===== config.mk =====
export PLATFORM = sky130hd
export DESIGN_NAME = debug_trigger_and_status
export DESIGN_NICKNAME = d
export VERILOG_FILES = /design/src/common/debug_trigger_pkg.sv /design/src/hdl/debug_trigger_and_status.sv
export SDC_FILE = /design/constraint.sdc
export NUM_CORES = 1
export LEC_CHECK = 0
export BUFFER_PORTS_ARGS = -buffer_cell sky130_fd_sc_hd__buf_2
export CAP_MARGIN = 20
export CORE_ASPECT_RATIO = 0.6
export CORE_MARGIN = 2
export CORE_UTILIZATION = 58
export CTS_CLUSTER_DIAMETER = 150
export CTS_CLUSTER_SIZE = 25
export DETAILED_ROUTE_END_ITERATION = 8
export PLACE_DENSITY = 0.8
export RECOVER_POWER = 50
export REMOVE_ABC_BUFFERS = 1
export SLEW_MARGIN = 20
export SYNTH_ARGS = -nofsm -noshare
export SYNTH_HDL_FRONTEND = slang
export SYNTH_SLANG_ARGS = --single-unit

===== constraint.sdc =====
create_clock -name sys_clk -period 4.1 [get_ports sys_clk]
set_input_delay 0.205 -clock sys_clk [delete_from_list [all_inputs] [get_ports sys_clk]]
set_output_delay 0.205 -clock sys_clk [all_outputs]
set_load 0.005 [all_outputs]

===== src/common/debug_trigger_pkg.sv =====
package debug_trigger_pkg;

  // register indices on the plain register port
  localparam logic [2:0] CONTROL_ADDR  = 3'h0;
  localparam logic [2:0] TRIGGER_ADDR  = 3'h1;
  localparam logic [2:0] STATUS_ADDR   = 3'h2;
  localparam logic [2:0] CAP_HIGH_ADDR = 3'h3;
  localparam logic [2:0] CAP_LOW_ADDR  = 3'h4;

  // debug_control fields
  localparam int CTL_ENABLE = 7;
  localparam int CTL_ARM    = 6;
  localparam int CTL_TAG    = 5;
  localparam int CTL_BREAK  = 4;
  localparam int CTL_RWA    = 3;
  localparam int CTL_RWAEN  = 2;
  localparam int CTL_RWB    = 1;
  localparam int CTL_RWBEN  = 0;

  // trigger_config fields
  localparam int TRG_TYPE  = 7;
  localparam int TRG_BEGIN = 6;

  // debug_run_status fields
  localparam int STS_MATCH_A = 7;
  localparam int STS_MATCH_B = 6;
  localparam int STS_ARMED   = 5;

  localparam logic [7:0] CONTROL_RESET = 8'h00;
  localparam logic [7:0] TRIGGER_RESET = 8'h00;
  localparam logic [7:0] TRIGGER_WMASK = 8'hcf;

  // trigger_mode_field codes
  localparam logic [3:0] MODE_A_ONLY     = 4'h0;
  localparam logic [3:0] MODE_A_OR_B     = 4'h1;
  localparam logic [3:0] MODE_A_THEN_B   = 4'h2;
  localparam logic [3:0] MODE_EVENT_B    = 4'h3;
  localparam logic [3:0] MODE_A_EVENT_B  = 4'h4;
  localparam logic [3:0] MODE_A_AND_DATA = 4'h5;
  localparam logic [3:0] MODE_A_NOT_DATA = 4'h6;
  localparam logic [3:0] MODE_INSIDE     = 4'h7;
  localparam logic [3:0] MODE_OUTSIDE    = 4'h8;

  typedef struct packed {
    logic        valid;
    logic        rd;
    logic [15:0] addr;
    logic [7:0]  data;
  } cpu_access_t;

  typedef struct packed {
    logic        valid;
    logic [15:0] addr;
  } code_event_t;

  typedef enum logic [1:0] {RUN_IDLE, RUN_WAIT, RUN_STORE} run_state_t;

endpackage : debug_trigger_pkg


===== src/hdl/debug_trigger_and_status.sv =====
`timescale 1ns/1ps
module debug_trigger_and_status #(
  parameter int DEPTH = 8
) (
  input  wire logic                         sys_clk,   // bus clock
  input  wire logic                         reset,     // async, active high
  input  wire logic [2:0]                   reg_addr,  // register index
  input  wire logic [7:0]                   reg_wdata, // write data
  input  wire logic                         reg_wr,    // write strobe
  input  wire logic                         reg_rd,    // read strobe
  output logic [7:0]                        reg_rdata, // read data, next cycle
  input  wire debug_trigger_pkg::cpu_access_t cpu,     // cpu bus access
  input  wire debug_trigger_pkg::code_event_t flow,    // change-of-flow address
  input  wire debug_trigger_pkg::code_event_t exec,    // executed opcode address
  input  wire logic [15:0]                  comp_a,    // comparator A value
  input  wire logic [15:0]                  comp_b,    // comparator B value
  output logic                              break_req, // cpu break pulse
  output logic                              break_tag, // break is tag type
  output logic                              run_active // debugger armed
);

  localparam int PW = (DEPTH > 1) ? $clog2(DEPTH) : 1;
  localparam logic [3:0] FULL_COUNT = 4'(DEPTH);

  // the count field is four bits and pointers wrap by width
  generate
    if (DEPTH < 2 || DEPTH > 8 || (DEPTH & (DEPTH - 1)) != 0) begin : g_bad_depth
      $error("DEPTH must be a power of two from 2 to 8");
    end
  endgenerate

  function automatic logic is_event_only(input logic [3:0] mode);
    is_event_only = (mode == debug_trigger_pkg::MODE_EVENT_B) ||
                    (mode == debug_trigger_pkg::MODE_A_EVENT_B);
  endfunction : is_event_only

  logic [7:0]                     control;
  logic [7:0]                     trigger;
  logic                           armed;
  logic                           hit_a_flag;
  logic                           hit_b_flag;
  logic                           tag_pending;
  logic [15:0]                    tag_addr;
  logic [3:0]                     count;
  logic [PW-1:0]                  wptr;
  logic [PW-1:0]                  rptr;
  logic [15:0]                    store [DEPTH];
  debug_trigger_pkg::run_state_t  state;

  logic [3:0]  mode;
  logic        event_only;
  logic        begin_trace;
  logic        wr_control;
  logic        arm_start;
  logic        manual_stop;
  logic        a_hit;
  logic        b_hit;
  logic        data_b;
  logic        in_range;
  logic        raw_match;
  logic        tag_fire;
  logic        trigger_event;
  logic        event_store;
  logic        store_word;
  logic [15:0] store_data;
  logic        end_full;
  logic        end_trig;
  logic        stop;
  logic        next_full;
  logic [PW-1:0] next_wptr;
  logic [7:0]  status_view;

  // register strobes and run start/stop
  assign wr_control  = reg_wr && (reg_addr == debug_trigger_pkg::CONTROL_ADDR);
  assign arm_start   = wr_control && !armed && reg_wdata[debug_trigger_pkg::CTL_ARM] &&
                       reg_wdata[debug_trigger_pkg::CTL_ENABLE];
  assign manual_stop = wr_control && armed && (!reg_wdata[debug_trigger_pkg::CTL_ARM] ||
                       !reg_wdata[debug_trigger_pkg::CTL_ENABLE]);

  // mode decode
  assign mode        = trigger[3:0];
  assign event_only  = is_event_only(mode);
  assign begin_trace = trigger[debug_trigger_pkg::TRG_BEGIN] || event_only;

  // comparators, optionally qualified by read/write
  assign a_hit    = cpu.valid && (cpu.addr == comp_a) &&
                    (!control[debug_trigger_pkg::CTL_RWAEN] ||
                     (cpu.rd == control[debug_trigger_pkg::CTL_RWA]));
  assign b_hit    = cpu.valid && (cpu.addr == comp_b) &&
                    (!control[debug_trigger_pkg::CTL_RWBEN] ||
                     (cpu.rd == control[debug_trigger_pkg::CTL_RWB]));
  assign data_b   = cpu.data == comp_b[7:0];
  assign in_range = (cpu.addr >= comp_a) && (cpu.addr <= comp_b);

  // raw trigger condition per mode
  always_comb begin
    raw_match = 1'b0;
    case (mode)
      debug_trigger_pkg::MODE_A_ONLY:     raw_match = a_hit;
      debug_trigger_pkg::MODE_A_OR_B:     raw_match = a_hit || b_hit;
      debug_trigger_pkg::MODE_A_THEN_B:   raw_match = hit_a_flag && b_hit;
      debug_trigger_pkg::MODE_A_AND_DATA: raw_match = a_hit && data_b;
      debug_trigger_pkg::MODE_A_NOT_DATA: raw_match = a_hit && !data_b;
      debug_trigger_pkg::MODE_INSIDE:     raw_match = cpu.valid && in_range;
      debug_trigger_pkg::MODE_OUTSIDE:    raw_match = cpu.valid && !in_range;
      default:                            raw_match = 1'b0;
    endcase
  end

  // tag waits for execution of the matched opcode; force fires at once
  assign tag_fire      = tag_pending && exec.valid && (exec.addr == tag_addr);
  assign trigger_event = armed && !event_only &&
                         (trigger[debug_trigger_pkg::TRG_TYPE] ? tag_fire : raw_match);

  // event-only modes store the data byte of each qualifying B access
  assign event_store = b_hit && ((mode == debug_trigger_pkg::MODE_EVENT_B) ||
                       hit_a_flag);
  assign store_word  = armed && (state == debug_trigger_pkg::RUN_STORE) &&
                       (event_only ? event_store : flow.valid);
  assign store_data  = event_only ? {8'h00, cpu.data} : flow.addr;

  // run end conditions
  assign end_full = store_word && begin_trace && (count == FULL_COUNT - 4'h1);
  assign end_trig = trigger_event && !begin_trace &&
                    (state == debug_trigger_pkg::RUN_STORE);
  assign stop     = (armed && (end_full || end_trig)) || manual_stop;

  assign next_wptr = wptr + {{(PW-1){1'b0}}, store_word};
  assign next_full = (count == FULL_COUNT) || (store_word && (count == FULL_COUNT - 4'h1));

  // control register; arm bit reads back the live armed state
  always_ff @(posedge sys_clk or posedge reset) begin
    if (reset) begin
      control <= debug_trigger_pkg::CONTROL_RESET;
    end else if (wr_control) begin
      control <= reg_wdata;
    end
  end

  // trigger configuration locked while armed
  always_ff @(posedge sys_clk or posedge reset) begin
    if (reset) begin
      trigger <= debug_trigger_pkg::TRIGGER_RESET;
    end else if (reg_wr && reg_addr == debug_trigger_pkg::TRIGGER_ADDR && !armed) begin
      trigger <= reg_wdata & debug_trigger_pkg::TRIGGER_WMASK;
    end
  end

  // armed state; start and stop are exclusive by construction
  always_ff @(posedge sys_clk or posedge reset) begin
    if (reset) begin
      armed <= 1'b0;
    end else if (arm_start) begin
      armed <= 1'b1;
    end else if (stop) begin
      armed <= 1'b0;
    end
  end

  // run state machine
  always_ff @(posedge sys_clk or posedge reset) begin
    if (reset) begin
      state <= debug_trigger_pkg::RUN_IDLE;
    end else if (arm_start) begin
      state <= begin_trace && !event_only ? debug_trigger_pkg::RUN_WAIT
                                          : debug_trigger_pkg::RUN_STORE;
    end else if (stop) begin
      state <= debug_trigger_pkg::RUN_IDLE;
    end else begin
      case (state)
        debug_trigger_pkg::RUN_IDLE:  state <= debug_trigger_pkg::RUN_IDLE;
        debug_trigger_pkg::RUN_WAIT: begin
          if (trigger_event) begin
            state <= debug_trigger_pkg::RUN_STORE;
          end
        end
        debug_trigger_pkg::RUN_STORE: state <= debug_trigger_pkg::RUN_STORE;
        default:                      state <= debug_trigger_pkg::RUN_IDLE;
      endcase
    end
  end

  // match flags; no hit can count in the arming cycle, so no clash
  always_ff @(posedge sys_clk or posedge reset) begin
    if (reset) begin
      hit_a_flag <= 1'b0;
      hit_b_flag <= 1'b0;
    end else if (arm_start) begin
      hit_a_flag <= 1'b0;
      hit_b_flag <= 1'b0;
    end else if (armed) begin
      hit_a_flag <= hit_a_flag || a_hit;
      hit_b_flag <= hit_b_flag || b_hit;
    end
  end

  // tag tracking holds one pending match address at a time
  always_ff @(posedge sys_clk or posedge reset) begin
    if (reset) begin
      tag_pending <= 1'b0;
      tag_addr    <= 16'h0000;
    end else if (arm_start || !armed) begin
      tag_pending <= 1'b0;
    end else if (tag_fire) begin
      tag_pending <= 1'b0;
    end else if (trigger[debug_trigger_pkg::TRG_TYPE] && raw_match && !tag_pending) begin
      tag_pending <= 1'b1;
      tag_addr    <= cpu.addr;
    end
  end

  // valid count saturates at full; reads never touch it
  always_ff @(posedge sys_clk or posedge reset) begin
    if (reset) begin
      count <= 4'h0;
    end else if (arm_start) begin
      count <= 4'h0;
    end else if (store_word && count != FULL_COUNT) begin
      count <= count + 4'h1;
    end
  end

  // capture store write side, circular for end trace
  always_ff @(posedge sys_clk or posedge reset) begin
    if (reset) begin
      wptr <= '0;
    end else if (arm_start) begin
      wptr <= '0;
    end else begin
      wptr <= next_wptr;
    end
  end

  always_ff @(posedge sys_clk) begin
    if (store_word) begin
      store[wptr] <= store_data;
    end
  end

  // read pointer lands on the oldest word at run end
  always_ff @(posedge sys_clk or posedge reset) begin
    if (reset) begin
      rptr <= '0;
    end else if (arm_start) begin
      rptr <= '0;
    end else if (stop) begin
      rptr <= next_full ? next_wptr : '0;
    end else if (reg_rd && reg_addr == debug_trigger_pkg::CAP_LOW_ADDR && !armed) begin
      rptr <= rptr + {{(PW-1){1'b0}}, 1'b1};
    end
  end

  assign status_view = {hit_a_flag, hit_b_flag,
                        armed && control[debug_trigger_pkg::CTL_ENABLE], 1'b0, count};

  // read data stands one cycle after the strobe, zero otherwise
  always_ff @(posedge sys_clk or posedge reset) begin
    if (reset) begin
      reg_rdata <= 8'h00;
    end else if (reg_rd) begin
      case (reg_addr)
        debug_trigger_pkg::CONTROL_ADDR:
          reg_rdata <= {control[7], armed, control[5:0]};
        debug_trigger_pkg::TRIGGER_ADDR:  reg_rdata <= trigger;
        debug_trigger_pkg::STATUS_ADDR:   reg_rdata <= status_view;
        debug_trigger_pkg::CAP_HIGH_ADDR: reg_rdata <= store[rptr][15:8];
        debug_trigger_pkg::CAP_LOW_ADDR:  reg_rdata <= store[rptr][7:0];
        default:                          reg_rdata <= 8'h00;
      endcase
    end else begin
      reg_rdata <= 8'h00;
    end
  end

  // break request pulse, timing independent of trigger type
  always_ff @(posedge sys_clk or posedge reset) begin
    if (reset) begin
      break_req <= 1'b0;
      break_tag <= 1'b0;
    end else begin
      break_req <= control[debug_trigger_pkg::CTL_BREAK] && armed &&
                   (begin_trace ? end_full : end_trig);
      break_tag <= control[debug_trigger_pkg::CTL_TAG];
    end
  end

  assign run_active = armed;
endmodule : debug_trigger_and_status


==> flow_summary_export.csv <==
group,metric,value,unit
timing,hold_viol,0,
place,place_hpwl,15.83,mm
min_path,hold_path.class,"in -> reg",
finish,multi_input_area,0.003487,mm2
global_routing,grt_busiest_layer,"met1",
logic_synthesis,ys_seq_elements,183,
setup_path,cp.arrival,3500,ps
cts,post_cts_buffers,0,
logic_synthesis,synth_edf_count,128,
floorplanning,num_rows,35,
finish,antenna_cells,0,
global_routing,grt_max_degree,56,
route,vias,5955,
setup_path,endpoint_kind,"register",
logic_synthesis,seq_area_frac_synth,0.5850,
route,first_iter_violations,596,
timing,period_share,0.7692,
outcome,outcome,"completed",
global_routing,groute.usage.overall,0.2893,
floorplanning,die_w,164.1,um
route,routed_wl,22.27,mm
place,dp.cells,943,
route,via_per_inst,6.095,
timing,max_freq,317.1,MHz
floorplanning,io_pins,118,
cts,cts-htree-levels,4,
finish,finalNonFillerCells,977,
logic_synthesis,synth.area.top_cells,"edfxtp_1, dfrtp_1, mux4_2",
place,port_buffers,117,
cts,cts_resized,0,
setup_path,startpoint_type,"register",
timing,report.final.slew_viol_count,0,
timing,tns,0,ps
global_routing,grt_pass1_wl,34.22,mm
route,drt-pass1-iter-count,5,
cts,clkSinkCount,183,
logic_synthesis,synth_top_cell_area_share,0.4307,
route,ant_nets,0,
cts,postCtsHoldBufs,2,
global_routing,grt_pass1_vias,5951,
route,route.detailed.drc,0,
setup_path,required,4450,ps
finish,seqCellArea,0.005221,mm2
power_and_ir_drop,power,5662,uW
setup_path,crit_type,"reg -> reg",
logic_synthesis,synth_largest_area_cell,"edfxtp_1",
finish,finalNetCount,907,
cts,path_clk_slew,70,ps
global_routing,antenna_found_initial,0,
power_and_ir_drop,vdd_ir_drop_max,0.0002963,V
logic_synthesis,ys_async_sr_fraction,0.3005,
logic_synthesis,postSynthCellCount,625,
floorplanning,core_area,0.01520,mm2
finish,final_util,0.6879,
logic_synthesis,syn_area,0.008924,mm2
timing,slew-limit-headroom,0.05678,
global_routing,met1_usage,0.4370,
cts,cts-root-buf,"clkbuf_16",
logic_synthesis,synthFlopType,"edfxtp_1",
run,maxCapViolCount,0,
global_routing,use_met3,0.08760,
timing,rsz0062_at_grt,"false",
finish,drive_above_1_share,0.3191,
logic_synthesis,yosysWarnings,0,
global_routing,met2_usage,0.3991,
finish,nFillCells,1029,
timing,final-setup-viol-count,0,
timing,finalWorstSetupSlack,946.4,ps
setup_path,critPathMaxFanout,19,
logic_synthesis,syn_area_per_cell,14.28,um2
timing,fin_skew,13.44,ps
floorplanning,start_util,0.5872,
global_routing,grt.overflow.total,0,
timing,finalCriticalPeriod,3154,ps
floorplanning,die-area,0.01643,mm2
power_and_ir_drop,total_leakage_power,0.004118,uW
place,place_congestion,0.9354,
power_and_ir_drop,powerDensity,541.6,mW/mm2
route,wire_per_inst,22.80,um
cts,cts_buffer_depth,2,
floorplanning,die_h,100.1,um
place,place_ws,1096,ps
cts,cts_tree,"yes",
timing,worst_pin_slew,1415,ps
finish,areaGrowthSynthToFinish,17.15,%
logic_synthesis,synth_cell_types,64,
cts,cts_buffers,17,
cts,insertion_delay,430,ps
[cells in the mapped netlist, types with 3 or more instances]
cell and count:
mux4_2 33, mux2_2 31, edfxtp_1 128, a31oi_1 4, mux2_4 10, nor2b_1 9, dfrtp_1 55, nor3b_1 4
o22ai_1 5, nand4_1 10, buf_2 3, nor2_1 24, nand2_1 35, o32ai_1 3, ha_1 39, o21ai_0 13
and4_1 3, inv_1 43, xor2_1 14, nor3_1 6, and3_1 3, nor4_1 3, buf_1 3, xnor2_1 15
and2_1 11, nand3_1 11, mux2i_1 20, clkbuf_1 12, a21oi_1 34
[per-stage QoR]
step                      area, um2  hold WS [ps]
after CTS                     10470         8.046
final                         10450         14.41
after floorplan                8833         353.1
after global routing          10450         11.74
after detailed placement       9848         398.3
after global placement         9848         394.0
[cell type report]
| class | count | area share |
|---|---|---|
| timing repair buffer | 137 | 0.06942 |
| clock buffer | 17 | 0.04069 |
| multi-input combinational | 378 | 0.3336 |
| inverter | 44 | 0.01580 |
| sequential | 183 | 0.4995 |
| clock inverter | 15 | 0.01676 |
| tap | 203 | 0.02430 |
[layer usage]
layer	vias to the layer above	routed length, um
li1	2645	-
met3	31	2432
met2	310	9662
met5	-	0
met4	0	384
met1	2969	9792
[cells in the final DEF (no fill, tap or decap), types with 4 or more instances in the layout]
cell type	Yosys	routed
and2_0	0	9
a21oi_1	34	34
mux2_1	0	7
inv_6	0	4
nor2_1	24	24
xnor2_1	15	15
nor2b_1	9	9
buf_4	1	17
a31oi_1	4	4
clkinv_8	0	4
nand2_1	35	35
xor2_1	14	14
mux2_4	10	10
buf_2	3	108
clkbuf_1	12	10
inv_1	43	43
mux2i_1	20	20
mux2_2	31	24
o22ai_1	5	5
ha_1	39	39
clkbuf_16	0	17
edfxtp_1	128	128
o21ai_0	13	13
nand4_1	10	10
nand3_1	11	11
mux4_2	33	33
nor3_1	6	4
dfrtp_1	55	54
[critical path, stage by stage, from the launching register on]
cell	delay, ps
dfrtp_1	470
nor2_1	180
nand2_1	100
a21o_1	220
clkbuf_1	580
and2b_1	440
or4_4	560
a31oi_4	290
mux2i_1	220
[kinds of logic (layout without fill, tap and decap cells)]
kind of cell / count (synthesis) / in the layout / share of synthesized area
flops: 183 / 183 / 0.5850
fa+ha+maj: 39 / 39 / 0.05468
compound gates: 75 / 75 / 0.05258
xor+xnor: 29 / 29 / 0.02846
buf+inv: 64 / 213 / 0.02860
simple gates: 141 / 141 / 0.08904
mux: 94 / 94 / 0.1617
[registers in the layout, summed over array words and instances, names as in the netlist]
| signal | cells |
|---|---|
| break_req | 1 |
| break_tag | 1 |
| control | 7 |
| count | 4 |
| hit_a_flag | 1 |
| hit_b_flag | 1 |
| reg_rdata | 8 |
| rptr | 3 |
| run_active | 1 |
| state | 2 |
| store | 128 |
| tag_addr | 16 |
| tag_pending | 1 |
| trigger | 6 |
| wptr | 3 |
[where the power goes]
group	leakage (uW)	switching [uW]	total [uW]	internal (uW)
Combinational	0.00196	730	1440	710
Clock	0.000289	799	1630	826
Sequential	0.00187	316	2600	2280
Total	0.00412	1850	5660	3820
[worst paths after layout]
path / start / to / slack, ps / cells past startpoint
max in group asynchronous: reset / rptr[0] / 3060 / 4
worst min register to register: control[5] / break_tag / 420 / 0
worst max-delay path: trigger[1] / rptr[2] / 950 / 8
worst min-delay path: reg_wdata[3] / control[3] / 10 / 2
min in group asynchronous: reset / tag_addr[15] / 510 / 4
worst max register to register: trigger[1] / rptr[2] / 950 / 8
(Power assumes the default switching activity.)
